**src/design/cfg0_pkg.sv**
```systemverilog
// Constants for the configuration word zero decoder
package cfg0_pkg;
    // AXI4-Lite byte offsets
    localparam logic [7:0] OFF_CFG_WORD = 8'h00;
    localparam logic [7:0] OFF_STATUS = 8'h04;
    localparam logic [7:0] OFF_RUNTIME_CTRL = 8'h08;
    localparam logic [7:0] OFF_SIGNATURE = 8'h0c;
    localparam logic [7:0] OFF_PERM_GROUP = 8'h10;
    localparam logic [7:0] OFF_MEM_CFG = 8'h14;
    // Field positions in the configuration word
    localparam int SIG_RSVD_BIT = 31;
    localparam int DBG_BOOT_BIT = 30;
    localparam int RSVD_HI = 29;
    localparam int RSVD_LO = 22;
    localparam int POSC_BOOST_BIT = 21;
    localparam int POSC_GAIN_LO = 19;
    localparam int SOSC_BOOST_BIT = 18;
    localparam int SOSC_GAIN_LO = 16;
    localparam int SOFT_CLEAR_BIT = 15;
    localparam int DBG_PERM_LO = 12;
    localparam int TOOL_RSVD_BIT = 11;
    localparam int TEST_PORT_BIT = 2;
    // Runtime control register layout
    localparam int RT_TEST_PORT_BIT = 3;
    // Fallback group for denied debug accesses
    localparam logic [1:0] GROUP_FALLBACK = 2'h3;
    // Reset values
    localparam logic [31:0] CFG_RESET = 32'hffff_ffff;
    localparam logic [31:0] ZERO_WORD = 32'h0000_0000;
    // Arbitrary neutral signature default
    localparam logic [31:0] SIGNATURE_DEFAULT = 32'h0000_0000;
    // Nonvolatile read latency in cycles
    localparam logic [3:0] NVM_WAIT = 4'h2;
    // AXI responses
    localparam logic [1:0] RESP_OKAY = 2'h0;
    localparam logic [1:0] RESP_SLVERR = 2'h2;
    localparam logic [1:0] RESP_DECERR = 2'h3;
endpackage

```
**src/design/device_config_word0_decode.sv**
```systemverilog
// Decoder of configuration word zero with AXI4-Lite register access
//
// The register addresses and the AXI4-Lite interface to the registers were decided locally.
`timescale 1ns/1ps
module device_config_word0_decode (
    input wire logic clk,
    input wire logic nrst,
    input wire logic ce,
    // Nonvolatile memory
    output logic nvm_rd,
    input wire logic [31:0] nvm_data,
    input wire logic [31:0] device_signature_word_zero,
    // Pin and CPU inputs
    input wire logic master_clear_pin_n,
    input wire logic cpu_debug_mode,
    // Decoded controls
    output logic cfg_valid,
    output logic debug_boot_enable,
    output logic primary_osc_boost,
    output logic [1:0] primary_osc_gain,
    output logic secondary_osc_boost,
    output logic [1:0] secondary_osc_gain,
    output logic soft_master_clear_enable,
    output logic [2:0] debug_permission_mask,
    output logic test_port_enable,
    output logic [1:0] effective_perm_group,
    output logic sys_reset_req,
    output logic por_reset_req,
    // AXI4-Lite slave
    input wire logic [7:0] s_axi_awaddr,
    input wire logic s_axi_awvalid,
    output logic s_axi_awready,
    input wire logic [31:0] s_axi_wdata,
    input wire logic [3:0] s_axi_wstrb,
    input wire logic s_axi_wvalid,
    output logic s_axi_wready,
    output logic [1:0] s_axi_bresp,
    output logic s_axi_bvalid,
    input wire logic s_axi_bready,
    input wire logic [7:0] s_axi_araddr,
    input wire logic s_axi_arvalid,
    output logic s_axi_arready,
    output logic [31:0] s_axi_rdata,
    output logic [1:0] s_axi_rresp,
    output logic s_axi_rvalid,
    input wire logic s_axi_rready
);
    // ------------------------------------------------------------
    // Loader
    // ------------------------------------------------------------
    logic [31:0] nvm_word;
    logic load_done;

    cfg0_loader u_loader (
        .clk(clk),
        .nrst(nrst),
        .ce(ce),
        .nvm_rd(nvm_rd),
        .nvm_data(nvm_data),
        .word(nvm_word),
        .done(load_done)
    );

    function automatic logic [31:0] merge_strb(input logic [31:0] old_v,
                                               input logic [31:0] new_v,
                                               input logic [3:0] strb);
        logic [31:0] r;
        r = old_v;
        for (int i = 0; i < 4; i++) begin
            if (strb[i]) begin
                r[i*8 +: 8] = new_v[i*8 +: 8];
            end
        end
        return r;
    endfunction

    // ------------------------------------------------------------
    // Decoded state
    // ------------------------------------------------------------
    logic [31:0] cfg_q, cfg_d;
    logic valid_q, valid_d;
    logic captured_q, captured_d;
    logic rt_test_q, rt_test_d;
    logic [1:0] group_q, group_d;
    logic [1:0] eff_q, eff_d;
    logic [2:0] pin_sync_q, pin_sync_d;
    logic pin_state_q, pin_state_d;
    logic sys_q, sys_d;
    logic por_q, por_d;
    logic wr_fire;
    logic [7:0] wr_addr;
    logic [31:0] wr_data;
    logic [3:0] wr_strb;
    logic pin_fall;

    always_comb begin
        cfg_d = cfg_q;
        valid_d = valid_q;
        captured_d = captured_q;
        rt_test_d = rt_test_q;
        group_d = group_q;
        pin_sync_d = {pin_sync_q[1:0], master_clear_pin_n};
        pin_state_d = pin_state_q;
        pin_fall = 1'b0;
        if (!captured_q && load_done) begin
            cfg_d = nvm_word;
            cfg_d[cfg0_pkg::SIG_RSVD_BIT] =
                device_signature_word_zero[cfg0_pkg::SIG_RSVD_BIT];
            rt_test_d = nvm_word[cfg0_pkg::TEST_PORT_BIT];
            captured_d = 1'b1;
            valid_d = 1'b1;
        end
        if (wr_fire && wr_addr == cfg0_pkg::OFF_RUNTIME_CTRL && wr_strb[0]) begin
            rt_test_d = wr_data[cfg0_pkg::RT_TEST_PORT_BIT];
        end
        if (wr_fire && wr_addr == cfg0_pkg::OFF_PERM_GROUP) begin
            group_d = 2'(merge_strb({30'h0, group_q}, wr_data, wr_strb));
        end
        // Change counts once second and third stages agree
        if (pin_sync_q[1] == pin_sync_q[2] && pin_sync_q[2] != pin_state_q) begin
            pin_state_d = pin_sync_q[2];
            pin_fall = !pin_sync_q[2];
        end
        // Denied groups drop to the fallback group while debugging
        eff_d = group_q;
        if (cpu_debug_mode && group_q != cfg0_pkg::GROUP_FALLBACK
            && !cfg_q[cfg0_pkg::DBG_PERM_LO + 32'(group_q)]) begin
            eff_d = cfg0_pkg::GROUP_FALLBACK;
        end
        // Reset kind chosen by soft master clear; no request before load
        sys_d = pin_fall && valid_q && cfg_q[cfg0_pkg::SOFT_CLEAR_BIT];
        por_d = pin_fall && valid_q && !cfg_q[cfg0_pkg::SOFT_CLEAR_BIT];
    end

    always_ff @(posedge clk) begin
        if (!nrst) begin
            cfg_q <= cfg0_pkg::CFG_RESET;
            valid_q <= 1'b0;
            captured_q <= 1'b0;
            rt_test_q <= 1'b0;
            group_q <= 2'h0;
            eff_q <= 2'h0;
            pin_sync_q <= 3'h7;
            pin_state_q <= 1'b1;
            sys_q <= 1'b0;
            por_q <= 1'b0;
        end else if (ce) begin
            cfg_q <= cfg_d;
            valid_q <= valid_d;
            captured_q <= captured_d;
            rt_test_q <= rt_test_d;
            group_q <= group_d;
            eff_q <= eff_d;
            pin_sync_q <= pin_sync_d;
            pin_state_q <= pin_state_d;
            sys_q <= sys_d;
            por_q <= por_d;
        end
    end

    assign cfg_valid = valid_q;
    assign debug_boot_enable = cfg_q[cfg0_pkg::DBG_BOOT_BIT];
    assign primary_osc_boost = cfg_q[cfg0_pkg::POSC_BOOST_BIT];
    assign primary_osc_gain = cfg_q[cfg0_pkg::POSC_GAIN_LO +: 2];
    assign secondary_osc_boost = cfg_q[cfg0_pkg::SOSC_BOOST_BIT];
    assign secondary_osc_gain = cfg_q[cfg0_pkg::SOSC_GAIN_LO +: 2];
    assign soft_master_clear_enable = cfg_q[cfg0_pkg::SOFT_CLEAR_BIT];
    assign debug_permission_mask = cfg_q[cfg0_pkg::DBG_PERM_LO +: 3];
    assign test_port_enable = rt_test_q;
    assign effective_perm_group = eff_q;
    assign sys_reset_req = sys_q;
    assign por_reset_req = por_q;

    // ------------------------------------------------------------
    // AXI4-Lite slave
    // ------------------------------------------------------------
    logic aw_full_q, aw_full_d;
    logic w_full_q, w_full_d;
    logic [7:0] awaddr_q, awaddr_d;
    logic [31:0] wdata_q, wdata_d;
    logic [3:0] wstrb_q, wstrb_d;
    logic bvalid_q, bvalid_d;
    logic [1:0] bresp_q, bresp_d;
    logic arready_q, arready_d;
    logic rvalid_q, rvalid_d;
    logic [31:0] rdata_q, rdata_d;
    logic [1:0] rresp_q, rresp_d;

    assign wr_fire = aw_full_q && w_full_q && !bvalid_q;
    assign wr_addr = awaddr_q;
    assign wr_data = wdata_q;
    assign wr_strb = wstrb_q;

    function automatic logic [1:0] wr_resp(input logic [7:0] a);
        case (a)
            cfg0_pkg::OFF_RUNTIME_CTRL, cfg0_pkg::OFF_PERM_GROUP: wr_resp = cfg0_pkg::RESP_OKAY;
            // The word itself is fixed after power-on
            cfg0_pkg::OFF_CFG_WORD, cfg0_pkg::OFF_STATUS,
            cfg0_pkg::OFF_SIGNATURE, cfg0_pkg::OFF_MEM_CFG: wr_resp = cfg0_pkg::RESP_SLVERR;
            default: wr_resp = cfg0_pkg::RESP_DECERR;
        endcase
    endfunction

    always_comb begin
        aw_full_d = aw_full_q;
        w_full_d = w_full_q;
        awaddr_d = awaddr_q;
        wdata_d = wdata_q;
        wstrb_d = wstrb_q;
        bvalid_d = bvalid_q;
        bresp_d = bresp_q;
        arready_d = 1'b0;
        rvalid_d = rvalid_q;
        rdata_d = rdata_q;
        rresp_d = rresp_q;
        // Taken only on a real handshake; ready is low right after reset
        if (s_axi_awvalid && s_axi_awready && !aw_full_q) begin
            aw_full_d = 1'b1;
            awaddr_d = {s_axi_awaddr[7:2], 2'b00};
        end
        if (s_axi_wvalid && s_axi_wready && !w_full_q) begin
            w_full_d = 1'b1;
            wdata_d = s_axi_wdata;
            wstrb_d = s_axi_wstrb;
        end
        if (wr_fire) begin
            bvalid_d = 1'b1;
            bresp_d = wr_resp(awaddr_q);
        end
        if (bvalid_q && s_axi_bready) begin
            bvalid_d = 1'b0;
            aw_full_d = 1'b0;
            w_full_d = 1'b0;
        end
        // Data follows the address handshake, never precedes it
        if (s_axi_arvalid && !arready_q && !rvalid_q) begin
            arready_d = 1'b1;
        end
        if (s_axi_arvalid && arready_q) begin
            rvalid_d = 1'b1;
            rresp_d = cfg0_pkg::RESP_OKAY;
            case ({s_axi_araddr[7:2], 2'b00})
                cfg0_pkg::OFF_CFG_WORD: rdata_d = cfg_q;
                cfg0_pkg::OFF_STATUS: rdata_d = {31'h0, valid_q};
                cfg0_pkg::OFF_RUNTIME_CTRL: rdata_d = 32'(rt_test_q) << cfg0_pkg::RT_TEST_PORT_BIT;
                cfg0_pkg::OFF_SIGNATURE: rdata_d = device_signature_word_zero;
                cfg0_pkg::OFF_PERM_GROUP: rdata_d = {30'h0, group_q};
                cfg0_pkg::OFF_MEM_CFG: rdata_d = nvm_word;
                default: begin
                    rdata_d = cfg0_pkg::ZERO_WORD;
                    rresp_d = cfg0_pkg::RESP_DECERR;
                end
            endcase
        end
        if (rvalid_q && s_axi_rready) begin
            rvalid_d = 1'b0;
        end
    end

    always_ff @(posedge clk) begin
        if (!nrst) begin
            aw_full_q <= 1'b0;
            w_full_q <= 1'b0;
            awaddr_q <= 8'h00;
            wdata_q <= 32'h0000_0000;
            wstrb_q <= 4'h0;
            bvalid_q <= 1'b0;
            bresp_q <= 2'h0;
            arready_q <= 1'b0;
            rvalid_q <= 1'b0;
            rdata_q <= 32'h0000_0000;
            rresp_q <= 2'h0;
        end else if (ce) begin
            aw_full_q <= aw_full_d;
            w_full_q <= w_full_d;
            awaddr_q <= awaddr_d;
            wdata_q <= wdata_d;
            wstrb_q <= wstrb_d;
            bvalid_q <= bvalid_d;
            bresp_q <= bresp_d;
            arready_q <= arready_d;
            rvalid_q <= rvalid_d;
            rdata_q <= rdata_d;
            rresp_q <= rresp_d;
        end
    end

    // Ready is offered while the slot is free
    always_ff @(posedge clk) begin
        if (!nrst) begin
            s_axi_awready <= 1'b0;
            s_axi_wready <= 1'b0;
        end else if (ce) begin
            s_axi_awready <= !aw_full_d;
            s_axi_wready <= !w_full_d;
        end
    end

    assign s_axi_bvalid = bvalid_q;
    assign s_axi_bresp = bresp_q;
    assign s_axi_arready = arready_q;
    assign s_axi_rvalid = rvalid_q;
    assign s_axi_rdata = rdata_q;
    assign s_axi_rresp = rresp_q;
endmodule

```
**src/design/cfg0_loader.sv**
```systemverilog
// One-shot loader of the configuration word from nonvolatile memory
`timescale 1ns/1ps
module cfg0_loader (
    input wire logic clk,
    input wire logic nrst,
    input wire logic ce,
    output logic nvm_rd,
    input wire logic [31:0] nvm_data,
    output logic [31:0] word,
    output logic done
);
    typedef enum logic [1:0] {ST_REQ, ST_WAIT, ST_DONE} load_t;
    load_t state_q, state_d;
    logic [3:0] cnt_q, cnt_d;
    logic [31:0] word_q, word_d;
    logic rd_q, rd_d;

    always_comb begin
        state_d = state_q;
        cnt_d = cnt_q;
        word_d = word_q;
        rd_d = 1'b0;
        case (state_q)
            ST_REQ: begin
                rd_d = 1'b1;
                cnt_d = cfg0_pkg::NVM_WAIT;
                state_d = ST_WAIT;
            end
            ST_WAIT: begin
                if (cnt_q == 4'h0) begin
                    word_d = nvm_data;
                    state_d = ST_DONE;
                end else begin
                    cnt_d = cnt_q - 4'h1;
                end
            end
            ST_DONE: begin
                // Held until the next power-on reset
                state_d = ST_DONE;
            end
            default: state_d = ST_REQ;
        endcase
    end

    always_ff @(posedge clk) begin
        if (!nrst) begin
            state_q <= ST_REQ;
            cnt_q <= 4'h0;
            word_q <= cfg0_pkg::CFG_RESET;
            rd_q <= 1'b0;
        end else if (ce) begin
            state_q <= state_d;
            cnt_q <= cnt_d;
            word_q <= word_d;
            rd_q <= rd_d;
        end
    end

    assign nvm_rd = rd_q;
    assign word = word_q;
    assign done = (state_q == ST_DONE);
endmodule

```
**config.mk**
```make
export PLATFORM = sky130hd
export DESIGN_NAME = device_config_word0_decode
export DESIGN_NICKNAME = d
export VERILOG_FILES = /design/src/design/cfg0_pkg.sv /design/src/design/device_config_word0_decode.sv /design/src/design/cfg0_loader.sv
export SDC_FILE = /design/constraint.sdc
export NUM_CORES = 1
export LEC_CHECK = 0
export ABC_CLOCK_PERIOD_IN_PS = 2250
export BUFFER_PORTS_ARGS = -buffer_cell sky130_fd_sc_hd__clkbuf_2
export CAP_MARGIN = 20
export CORE_ASPECT_RATIO = 0.75
export CORE_MARGIN = 1
export CORE_UTILIZATION = 25
export CTS_CLUSTER_SIZE = 14
export DETAILED_ROUTE_END_ITERATION = 10
export SLEW_MARGIN = 20
export SYNTH_ARGS = -nofsm -noshare
export SYNTH_HDL_FRONTEND = slang
export SYNTH_SLANG_ARGS = --single-unit
```
**constraint.sdc**
```tcl
create_clock -name clk -period 2.25 [get_ports clk]
set_clock_uncertainty 0.2 [all_clocks]
set_input_delay 0.1125 -clock clk [delete_from_list [all_inputs] [get_ports clk]]
set_output_delay 0.1125 -clock clk [all_outputs]
set_load 0.005 [all_outputs]
```
Yosys cells after proc, flatten, opt, wreduce, memory -nomap -nowiden --
Cells that the tools add are included.
Storage, ports and cells: register bits after elaboration 137, input port bits 126, output and inout bits 59, logic and storage cells 125
Operators by class: $add $sub $neg 2, order comparisons 1, equal/unequal tests 17, mux-type cells 23, reductions and logical operators 56
Operators by type and width (number):
- one-hot mux 32 bit (6 select lines) | 1
- == test 6 x 2 -> 1 bit (second input constant) | 4
- == test 6 x 3 -> 1 bit (second input constant) | 4
- logical AND 1 bit | 21
- AND reduction 2 bit | 10
- two-way mux 1 bit | 14
- == test 6 x 1 -> 1 bit (second input constant) | 2
- zero test 1 bit | 11
- AND reduction 3 bit | 3
- zero test 8 bit | 1
- one-hot mux 4 bit (2 select lines) | 1
- nonzero test 2 bit | 4
- zero test 6 bit | 1
- < comparator 5 x 6 -> 1 bit (second input constant) | 1
- two-way mux 2 bit | 3
- one-hot mux 2 bit (3 select lines) | 1
- OR reduction 6 bit | 1
- adder 4 x 2 -> 5 bit (first input constant) | 1
- binary-select mux 1 bit (select 5 bit) | 1
- zero test 4 bit | 1
- two-way mux 4 bit | 1
- != test 2 bit (second input constant) | 2
- one-hot mux 2 bit (2 select lines) | 1
- OR reduction 4 bit | 1
- 8 further kinds | 8

Depth between registers and ports, before layout --
Gate-level depths: netlist of run 1.
word-level depth 6, gate-level depth with buffers 8, mapped depth without buffers 6

By module --
Synthesis of run 1 repeated with hierarchy kept, for this count alone.
Second synthesis, totals: cells, all modules 713, area, all modules 5900.7 um2
By module, submodules not included:
- device_config_word0_decode | instances 1, cells each 520, area an instance 4252.8 um2, sequential area each 1921.8 um2
- cfg0_loader | instances 1, cells each 193, area an instance 1647.8 um2, sequential area each 780.7 um2

Worst setup path before layout of run 1 --
Ideal clock, no wire load.
path kind flip-flop to flip-flop, start reg u_loader.cnt_q[0], end reg u_loader.word_q[3], in the netlist u_loader.word[3], data arrival time 1.363 ns, required time 1.909 ns, path slack 0.547 ns, cell stages (with the launch flop) 8, buffers on the path 2, clock period less this slack 1.703 ns, cell sequence dfxtp_1 > inv_1 > ha_1 > nor3b_1 > and3_1 > buf_2 > buf_4 > o211ai_1
Between the ends: word-level cells in the longest chain between the ends 2
Ends and longest elaborated chain:
- from (decl) | RTL line cfg0_loader.sv:14 | logic [3:0] cnt_q, cnt_d;
- from (signal assigned) | RTL line cfg0_loader.sv:53 | cnt_q <= cnt_d;
- zero test 4 bit | RTL line cfg0_loader.sv:30 | if (cnt_q == 4'h0) begin
- AND reduction 3 bit (no source line)
- to (signal assigned) | RTL line cfg0_loader.sv:49 | word_q <= cfg0_pkg::CFG_RESET;
- to (signal assigned) | RTL line cfg0_loader.sv:54 | word_q <= word_d;
- to (decl) | RTL line cfg0_loader.sv:15 | logic [31:0] word_q, word_d;
Every way passes these cells. A chain may end at the register's enable or synchronous reset.

Final worst setup path of run 1 --
start in ce, end reg rvalid_q, in the netlist s_axi_rvalid
Between the ends: word-level cells in the longest chain between the ends 1
Ends and longest elaborated chain:
- from (decl) | RTL line device_config_word0_decode.sv:8 | input wire logic ce,
- AND reduction 2 bit (no source line)
- to (signal assigned) | RTL line device_config_word0_decode.sv:282 | rvalid_q <= rvalid_d;
- to (decl) | RTL line device_config_word0_decode.sv:185 | logic rvalid_q, rvalid_d;
Every way passes these cells.

==> results.yml, run 1 <==
worst_setup_path:
  critical_path_arrival_ps: 2180
  worstSetupPathType: "in -> reg"
  critPathMaxStageDelay_ps: 590
  crit_path_end_kind: "flop"
  critical_path.max_fanout: 14
  worstPathRequired_ps: 2410
  rr_worst_depth: 7
  worst_path_max_delay_cell: "sky130_fd_sc_hd__dlygate4sd3_1"
  path_cells: "dlygate4sd3_1 -> clkbuf_2 -> and3_1 -> nor2_1 -> a311oi_1 -> dlygate4sd3_1"
  path_common_cell: "sky130_fd_sc_hd__dlygate4sd3_1"
  setup.worst_path.start_class: "primary input"
finish:
  layout_common_cells: "168 x sky130_fd_sc_hd__nand2_1, 147 x sky130_fd_sc_hd__clkbuf_2, 135 x sky130_fd_sc_hd__dfxtp_1"
  nNetsFinal: 986
  area_growth_pct: 45.82
  finish.utilization: 0.3733
  mostFrequentLayoutCell: "sky130_fd_sc_hd__nand2_1"
  layout-drive-gt1-share: 0.2500
  fillerInstances: 2164
logic_synthesis:
  postSynthRegisterBits: 135
  yosysUniqueCellTypes: 49
  compound_gate_portion_of_the_synthesized_area: 0.1287
  synth_xor_xnor_area_share: 0.004833
  seq_area_frac_synth: 0.4971
  synth-warning-count: 0
  combinational_family_with_the_most_area_after_synthesis: "simple AND/OR/NAND/NOR gates"
  synth_area_mm2: 0.005436
  synth_adder_area_share: 0.01151
  syn_inst_count: 634
  synth_simple_gate_area_share: 0.2493
  syn_avg_cell_area_um2: 8.575
  synth_nets: 765
  yosys-mux-area-fraction: 0.04626
clock_network:
  cts.repair_timing.setup_buffer_count: 0
  clkLatencyLatePin_ps: 420
  cts_buffers: 17
  htree_num_levels: 4
  cts-root-to-sink-buffers: 2
  clock-root-buffer: "sky130_fd_sc_hd__clkbuf_16"
  clkSinkCount: 135
  tritoncts: "built"
  count_of_cells_resized_by_post_cts_repair: 0
  clk_pin_slew_worst_paths_ps: 60
power_and_ir_drop:
  clkPwrFrac: 0.446
  cellInternalPower_mw: 4.581
  p_comb_frac: 0.130
  switchingPower_mw: 1.637
  p_per_area_mw_per_mm2: 784.3
  totalPowerFinal_mw: 6.218
  seq_power_share: 0.425
  sw_frac_of_total: 0.2633
  leakage_nw: 3.590
  irDropWorstVdd_v: 0.0003805
timing:
  finalWorstPathRequiredPeriod_ps: 2023
  setup_repair_after_global_routing_missed_its_margin: "false"
  finalSetupViolations: 0
  max_slew.worst_pin.slew_ps: 498.3
  timing.max_slew.rel_slack: 0.6678
  timing.hold.ws_ps: 61.01
  min_period_over_period: 0.8991
  fmax_mhz: 494.3
  timing_max_transition_violations_final: 0
  tns_ps: 0
  postLayoutSetupSlackWorst_ps: 227.0
  timing_hold_violations_final: 0
floorplan:
  die-height_um: 129.7
  die_w_um: 172.3
  pin_count: 185
  rows: 46
  core_area_mm2: 0.02124
  dieArea_mm2: 0.02235
  floorplan.initialDensity: 0.2560
grt:
  vias_in_the_first_global_route: 4757
  grt_overflow: 0
  antenna_found_initial: 1
  grt_pass1_wl_mm: 26.50
  gr-usage-all-layers: 0.1580
  grt_start_max_net_pins: 72
place:
  place.port_buffers: 148
  detailedPlace.worstSlack_ps: 378.1
  detailedPlacementHpwl_mm: 11.41
  gp_routability_congestion: 0.7436
route:
  antenna_left: 0
  first_iter_violations: 539
  dr_total_vias: 5357
  drt_wl_total_mm: 17.76
  routedWlPerCell_um: 15.35
  first_pass_iters: 6
  post-route-drc-count: 0
  vias_per_cell: 4.630
run:
  timing.max_cap.violations: 0
outcome:
  outcome: "finished, final reports clean"
hold_path:
  timing.hold.worst.class: "in -> reg"
  worst_hold_path.num_cells: 5
-- worst max-delay path: cells and delay by family --
| family | cells | cell delay, ps |
|---|---|---|
| buffers and inverters | 3 | 1400 |
| AND/OR/NAND/NOR | 2 | 450 |
| AO/OA/AOI/OAI | 1 | 210 |
-- power by group through the flow --
stage / sequential (mW) / combinational (mW) / clock (mW)
final: 2.64 / 0.806 / 2.77
after CTS: 2.64 / 0.812 / 2.84
after global placement: 2.69 / 0.678 / 0
after floorplan: 2.66 / 0.439 / 0
after detailed placement: 2.69 / 0.688 / 0
after global routing: 2.66 / 0.906 / 2.94
-- through the flow --
stage               area, um2  std cells
CTS                      7925       1156
global placement         6485       1038
floorplan                5436        634
detailed placement       6485       1038
global route             7928       1157
finish                   7928       1157
-- cell families after synthesis --
family,after synthesis
simple gates,302
flops,135
compound gates,100
buf+inv,64
mux,25
fa+ha+maj,5
xor+xnor,3
-- routing by layer --
metal  share of wire  up-vias  global-route usage
met5               0        -                   0
met4          0.0061        0             0.03852
met3           0.073       10             0.04368
met2            0.44      220              0.2422
met1            0.48     2468              0.2188
li1                -     2659                   -
-- final timing paths --
check | startpoint | endpoint | slack (ps)
setup reg to reg | u_loader.cnt_q[0] | u_loader.state_q[1] | 360
setup / recovery | ce | s_axi_rvalid | 230
hold reg to reg | s_axi_rdata[27] | s_axi_rdata[27] | 250
hold / removal | s_axi_araddr[6] | s_axi_rdata[3] | 60
-- flip-flops by register name, summed over array words and instances, names as in the netlist, 2 cells and up --
name / count
effective_perm_group: 2
pin_sync_q: 3
u_loader.state_q: 2
awaddr_q: 6
cfg_q: 32
u_loader.word: 32
group_q: 2
s_axi_rdata: 32
s_axi_bresp: 2
u_loader.cnt_q: 4
wdata_q: 3
-- timing repair --
action,CTS,global route
setup endpoints to repair,0,0
hold buffers,86,0
hold endpoints to repair,88,0
-- synth_stat cells (all sizes together) --
| library cell | n | area [um2] |
|---|---|---|
| nand4b | 2 | 17.52 |
| a22oi | 2 | 15.01 |
| mux2i | 24 | 240.2 |
| nand3b | 2 | 18.77 |
| xor2 | 2 | 17.52 |
| nor3b | 2 | 15.01 |
| or3 | 1 | 11.26 |
| or2 | 3 | 18.77 |
| buf | 30 | 211.5 |
| and3 | 4 | 25.02 |
| nand2 | 168 | 630.6 |
| and4b | 2 | 20.02 |
| a2111oi | 1 | 8.760 |
| o21a | 2 | 15.01 |
| o211ai | 2 | 15.01 |
| nor2 | 34 | 135.1 |
| a221oi | 1 | 8.760 |
| a222oi | 29 | 290.3 |
| nand4bb | 1 | 11.26 |
| mux2 | 1 | 11.26 |
| nand2b | 2 | 12.51 |
| dfxtp | 135 | 2703 |
| o21ai | 41 | 205.2 |
| a311oi | 1 | 8.760 |
| nor2b | 4 | 25.02 |
| a31oi | 1 | 6.260 |
| clkbuf | 24 | 90.09 |
| a211oi | 2 | 15.01 |
| a22o | 1 | 8.760 |
| nor3 | 4 | 20.02 |
| o32ai | 1 | 8.760 |
| o221a | 1 | 11.26 |
| nor4 | 3 | 33.78 |
| ha | 5 | 62.56 |
| a21oi | 14 | 73.82 |
| nand4 | 4 | 25.02 |
| nand3 | 66 | 335.3 |
| a32oi | 1 | 8.760 |
| inv | 10 | 37.54 |
| xnor2 | 1 | 8.760 |
-- area by class of cell --
type                    count  area (um2)  share of cell area
flip-flops and latches    135        2703              0.3409
diodes                      1       2.502           0.0003157
multi-input cells         435        2416              0.3048
repair buffers            256        1829              0.2307
clock buffers              19       432.9             0.05461
inverters                  10       37.54            0.004735
clock inverters            13       146.4             0.01847
well taps                 288       360.3             0.04545
Note: power is estimated with default switching activity, not from simulation.
==> run 2: changes to the inputs <==
ABC_AREA = 1   (was not set)
==> results.yml, run 2 <==
outcome:
  outcome: "finished, final reports clean"
logic_synthesis:
  synth_top_cells_by_area: "sky130_fd_sc_hd__dfxtp_1 47%, sky130_fd_sc_hd__nand2_1 21%, sky130_fd_sc_hd__nand3_1 9.7%, sky130_fd_sc_hd__a21oi_1 4.3%, sky130_fd_sc_hd__o21ai_0 2.4%"
  synth-edff-count: 0
  synth-warning-count: 0
  yosysUniqueCellTypes: 29
  dominantRegCellSynth: "sky130_fd_sc_hd__dfxtp_1"
  synth_most_common_cell: "sky130_fd_sc_hd__nand2_1"
  syn_inst_count: 815
  post-synth-top-area-cell: "sky130_fd_sc_hd__dfxtp_1"
  seq_area_frac_synth: 0.4680
  post-synth-top-area-fraction: 0.4680
  postSynthRegisterBits: 135
  yosys-top-cells-count: "325 x sky130_fd_sc_hd__nand2_1, 135 x sky130_fd_sc_hd__dfxtp_1, 112 x sky130_fd_sc_hd__nand3_1"
  asyncSetResetFlopFracSynth: 0
  synth_nets: 946
  synth_area_mm2: 0.005774
  syn_avg_cell_area_um2: 7.085
floorplan:
  pin_count: 185
  die-height_um: 133.6
  floorplan.initialDensity: 0.2584
  rows: 47
  dieArea_mm2: 0.02372
  die_w_um: 177.5
  core_area_mm2: 0.02235
timing:
  finalWorstPathRequiredPeriod_ps: 2117
  timing.max_slew.rel_slack: 0.5988
  timing_hold_violations_final: 0
  setup_repair_after_global_routing_missed_its_margin: "false"
  min_period_over_period: 0.9407
  timing_max_transition_violations_final: 0
  timing.hold.ws_ps: 27.63
  fmax_mhz: 472.5
  tns_ps: 0
  finalSetupViolations: 0
  max_slew.worst_pin.slew_ps: 600.9
place:
  place.port_buffers: 148
  gp_routability_congestion: 0.8186
  dp_cells: 1222
  detailedPlacementHpwl_mm: 12.43
route:
  first_iter_violations: 368
  vias_per_cell: 4.555
  drt_wl_total_mm: 19.05
  post-route-drc-count: 0
  dr_total_vias: 6135
  antenna_left: 0
  routedWlPerCell_um: 14.14
  first_pass_iters: 5
clock_network:
  cts-root-to-sink-buffers: 2
  clkLatencyLatePin_ps: 420
  clk_pin_slew_worst_paths_ps: 60
  clkSinkCount: 135
  tritoncts: "built"
  htree_num_levels: 4
  clock-root-buffer: "sky130_fd_sc_hd__clkbuf_16"
  cts_buffers: 17
grt:
  grt_start_max_net_pins: 44
  grt_pass1_wl_mm: 30.11
  gr-usage-all-layers: 0.1644
  antenna_found_initial: 0
  grt_overflow: 0
  vias_in_the_first_global_route: 5852
finish:
  area_growth_pct: 43.84
  layout-drive-gt1-share: 0.2108
  layout.cells.non_filler: 1347
  mostFrequentLayoutCell: "sky130_fd_sc_hd__nand2_1"
  diodes: 0
  fillerInstances: 2364
  nNetsFinal: 1171
  layout_common_cells: "325 x sky130_fd_sc_hd__nand2_1, 146 x sky130_fd_sc_hd__clkbuf_2, 135 x sky130_fd_sc_hd__dfxtp_1"
worst_setup_path:
  worstPathRequired_ps: 2360
  crit_path_end_kind: "flop"
  worst_path_max_delay_cell: "sky130_fd_sc_hd__dlygate4sd3_1"
  worstSetupPathType: "in -> reg"
  critPathMaxStageDelay_ps: 550
  r2r-start: "s_axi_arready"
  reg2reg_end: "s_axi_rvalid"
  path_cells: "dlygate4sd3_1 -> buf_2 -> inv_2 -> nor3_4 -> inv_1 -> o21ai_0 -> a21oi_1 -> dlygate4sd3_1"
  rr_worst_depth: 5
  timing.reg2reg.setup_slack_ps: 310
  critical_path.max_fanout: 12
  critical_path_arrival_ps: 2220
  setup.worst_path.start_class: "primary input"
  path_common_cell: "sky130_fd_sc_hd__dlygate4sd3_1"
hold_path:
  min_delay_worst_endpoint: "s_axi_rdata[1]"
  timing.hold.worst.class: "in -> reg"
  hp-start: "s_axi_araddr[6]"
  worst_hold_path.num_cells: 6
power_and_ir_drop:
  leakage_nw: 3.843
  irDropWorstVdd_v: 0.0003974
  p_per_area_mw_per_mm2: 751.5
run:
  timing.max_cap.violations: 0
[run 2: cell types whose count changed after synthesis, moves of 5 or more]
cell                       change
sky130_fd_sc_hd__inv_1        +27
sky130_fd_sc_hd__a222oi_1     -29
sky130_fd_sc_hd__nand2_1     +157
sky130_fd_sc_hd__o21ai_0      +18
sky130_fd_sc_hd__a21oi_1      +37
sky130_fd_sc_hd__nor2_1        -7
sky130_fd_sc_hd__nand3_1      +47
sky130_fd_sc_hd__o21ai_1      -31
sky130_fd_sc_hd__nor2_2        +5
sky130_fd_sc_hd__mux2i_1      -24
[run 2: cell type report]
class	instances	area, um2	share of cell area
sequential	135	2703	0.3254
multi-input combinational	586	2650	0.3191
timing repair buffer	259	1822	0.2193
clock buffer	18	429.2	0.05167
tap	294	367.9	0.04429
clock inverter	14	176.4	0.02124
inverter	41	157.7	0.01898
[run 2: metrics by stage]
stage	power (mW)	area [um2]	util	setup WS, ps
after floorplan	3.024	5774	-	676.4
after global placement	3.262	6754	0.3022	517.9
after detailed placement	3.271	6754	0.3022	504.0
after CTS	6.310	8290	0.3710	29.59
after global routing	6.516	8305	0.3717	5.860
final	6.241	8305	0.3717	133.5
[run 2: repair_timing]
| action | 4_1_cts | 5_1_grt |
|---|---|---|
| setup endpoints to repair | 0 | 7 |
| buffers inserted | 0 | 0 |
| endpoints found under the hold margin | 95 | 0 |
| hold buffers | 93 | 0 |
| resized for setup | 0 | 4 |
[run 2: kinds of logic after synthesis]
family          Yosys count  synth area share
compound gates           97           0.09231
fa+ha+maj                 5           0.01083
buf+inv                  94           0.07757
flops                   135            0.4680
simple gates            484            0.3512
[run 2: where the power goes]
| group | leakage [nW] | switching [mW] | internal (mW) |
|---|---|---|---|
| logic | 2.46 | 0.391 | 0.334 |
| clock network | 0.279 | 1.14 | 1.75 |
| registers | 1.10 | 0.0983 | 2.52 |
| total | 3.84 | 1.63 | 4.61 |
[run 2: layer usage]
metal  part of all wire  GRT usage  vias up  wire length, um
li1                   -          -     3076                -
met1               0.48     0.2127     2869             9136
met2               0.46     0.2702      169             8773
met3              0.045    0.03539       21              860
met4              0.014    0.05413        0              276
met5                  0          0        -                0
[run 2: worst max-delay path, delay by kind of cell]
kind	cells	cell delay [ps]
buffers and inverters	5	1600
and+or+nand+nor	1	240
AOI/OAI and AO/OA	2	260
[run 2: worst max path at each step]
stage	start	to	slack, ps	cells after the start
finish	ce	wr_strb[0]	130	8
global route	ce	wr_strb[0]	6	8
CTS	ce	s_axi_rvalid	30	7
detailed placement	u_loader.state_q[1]	u_loader.cnt_q[2]	500	7
global placement	u_loader.cnt_q[0]	u_loader.cnt_q[2]	520	8
floorplan	u_loader.cnt_q[0]	u_loader.cnt_q[2]	680	8
==> run 3: changes to the inputs <==
ABC_CLOCK_PERIOD_IN_PS = 2150   (was 2250)
GPL_ROUTABILITY_DRIVEN = 0   (was not set)
clock period = 2.15 ns   (was 2.25 ns; I/O delays follow)
==> results.yml, run 3 (synthesis results as in run 2) <==
grt:
  antenna_found_initial: 0
  grt_overflow: 0
  gr-usage-all-layers: 0.1638
  grt_pass1_wl_mm: 30.11
  grt_start_max_net_pins: 46
  vias_in_the_first_global_route: 5712
outcome:
  outcome: "finished, final reports clean"
power_and_ir_drop:
  sw_frac_of_total: 0.2517
  p_comb_frac: 0.116
  clkPwrFrac: 0.470
  p_per_area_mw_per_mm2: 793.6
  leakage_nw: 3.882
  switchingPower_mw: 1.668
  seq_power_share: 0.414
  irDropWorstVdd_v: 0.0004711
  cellInternalPower_mw: 4.959
worst_setup_path:
  setup.worst_path.start_class: "primary input"
  worstPathRequired_ps: 2250
  critical_path_arrival_ps: 2130
  crit_buf_inv: 5
  crit_path_end_kind: "flop"
  critical_path.max_fanout: 12
  cpLargestDelayFamily: "buffers and inverters"
  worstSetupPathType: "in -> reg"
  path_cells: "dlygate4sd3_1 -> clkbuf_2 -> inv_2 -> nor3_4 -> inv_1 -> o21ai_0 -> a21oi_1 -> dlygate4sd3_1"
  path_common_cell: "sky130_fd_sc_hd__dlygate4sd3_1"
  critPathMaxStageDelay_ps: 550
  worst_path_max_delay_cell: "sky130_fd_sc_hd__dlygate4sd3_1"
clock_network:
  cts_buffers: 17
  clock-root-buffer: "sky130_fd_sc_hd__clkbuf_16"
  cts-root-to-sink-buffers: 2
  clkSinkCount: 135
  clkLatencyLatePin_ps: 420
  htree_num_levels: 4
  cts.repair_timing.setup_buffer_count: 0
  clk_pin_slew_worst_paths_ps: 60
  tritoncts: "built"
floorplan:
  pin_count: 185
  rows: 47
  die_w_um: 177.5
  die-height_um: 133.6
  floorplan.initialDensity: 0.2584
  dieArea_mm2: 0.02372
  core_area_mm2: 0.02235
timing:
  tns_ps: 0
  timing.hold.ws_ps: 32.83
  max_slew.worst_pin.slew_ps: 519.8
  finalWorstPathRequiredPeriod_ps: 2026
  fmax_mhz: 493.7
  timing_hold_violations_final: 0
  finalSetupViolations: 0
  timing.max_slew.rel_slack: 0.6535
  setup_repair_after_global_routing_missed_its_margin: "false"
  min_period_over_period: 0.9422
  timing_max_transition_violations_final: 0
finish:
  fillerInstances: 2380
  nNetsFinal: 1175
  layout_common_cells: "325 x sky130_fd_sc_hd__nand2_1, 147 x sky130_fd_sc_hd__clkbuf_2, 135 x sky130_fd_sc_hd__dfxtp_1"
  diodes: 0
  mostFrequentLayoutCell: "sky130_fd_sc_hd__nand2_1"
  fin_area_mm2: 0.008351
  layout.cells.non_filler: 1350
  area_growth_pct: 44.62
  layout-drive-gt1-share: 0.2121
route:
  routedWlPerCell_um: 14.14
  drt_wl_total_mm: 19.09
  vias_per_cell: 4.452
  antenna_left: 0
  dr_total_vias: 6010
  first_iter_violations: 369
  post-route-drc-count: 0
  first_pass_iters: 7
place:
  detailedPlacementHpwl_mm: 12.50
  dp_cells: 1225
  place.port_buffers: 148
  dpl-instance-area_mm2: 0.006777
run:
  timing.max_cap.violations: 0
hold_path:
  timing.hold.worst.class: "in -> reg"
-- run 3: cell types whose count changed in the layout (fill, tap and decap cells not counted), sizes merged --
cell / before / now
dlymetal6s4s: 0 / 1
clkinvlp: 6 / 3
clkbuf: 164 / 165
buf: 20 / 22
inv: 42 / 40
clkinv: 4 / 7
bufinv: 3 / 4
-- run 3: metrics by stage --
step | power [mW] | worst slack [ps] | utilization
global placement | 3.418 | 405.4 | 0.3032
CTS | 6.683 | 64.02 | 0.3731
floorplan | 3.165 | 576.4 | -
global route | 6.923 | 11.61 | 0.3737
finish | 6.627 | 124.4 | 0.3737
detailed placement | 3.427 | 379.2 | 0.3032
-- run 3: final cells by class --
class	count	area, um2	area share
Clock buffer	18	439.2	0.05259
Clock inverter	13	180.2	0.02158
Inverter	41	153.9	0.01843
Multi-Input combinational cell	586	2650	0.3174
Sequential cell	135	2703	0.3236
Tap cell	294	367.9	0.04405
Timing Repair Buffer	263	1857	0.2224
-- run 3: power groups by stage --
stage                     clock (mW)  combinational [mW]  sequential, mW
final                           3.12               0.768            2.74
after global placement             0               0.624            2.79
after CTS                       3.17               0.767            2.74
after detailed placement           0               0.632            2.79
after floorplan                    0               0.397            2.77
after global routing            3.30               0.862            2.76
-- run 3: what timing repair did --
| action | CTS | global route |
|---|---|---|
| resized for setup | 0 | 3 |
| hold buffers | 94 | 0 |
| endpoints found under the hold margin | 93 | 0 |
| setup endpoints to repair | 0 | 4 |
-- run 3: tightest hold or removal path: stages --
cell and delay (ps):
sky130_fd_sc_hd__clkbuf_2 100, sky130_fd_sc_hd__nor2_2 70, sky130_fd_sc_hd__nand4_1 80, sky130_fd_sc_hd__nand3_1 70, sky130_fd_sc_hd__o21bai_1 130, sky130_fd_sc_hd__a21oi_1 60
-- run 3: layer usage --
metal,track usage,share of wire
met1,0.2194,0.47
met2,0.2615,0.46
met3,0.03881,0.060
met4,0.04511,0.013
met5,0,0
-- run 3: path summary, 6_finish.rpt --
kind	cells past startpoint	from	end	slack, ps
setup reg to reg	6	s_axi_wready	wr_strb[0]	250
hold reg to reg	2	awaddr_q[6]	awaddr_q[6]	240
setup / recovery	8	ce	wr_strb[0]	120
hold / removal	6	s_axi_araddr[6]	s_axi_rdata[0]	30
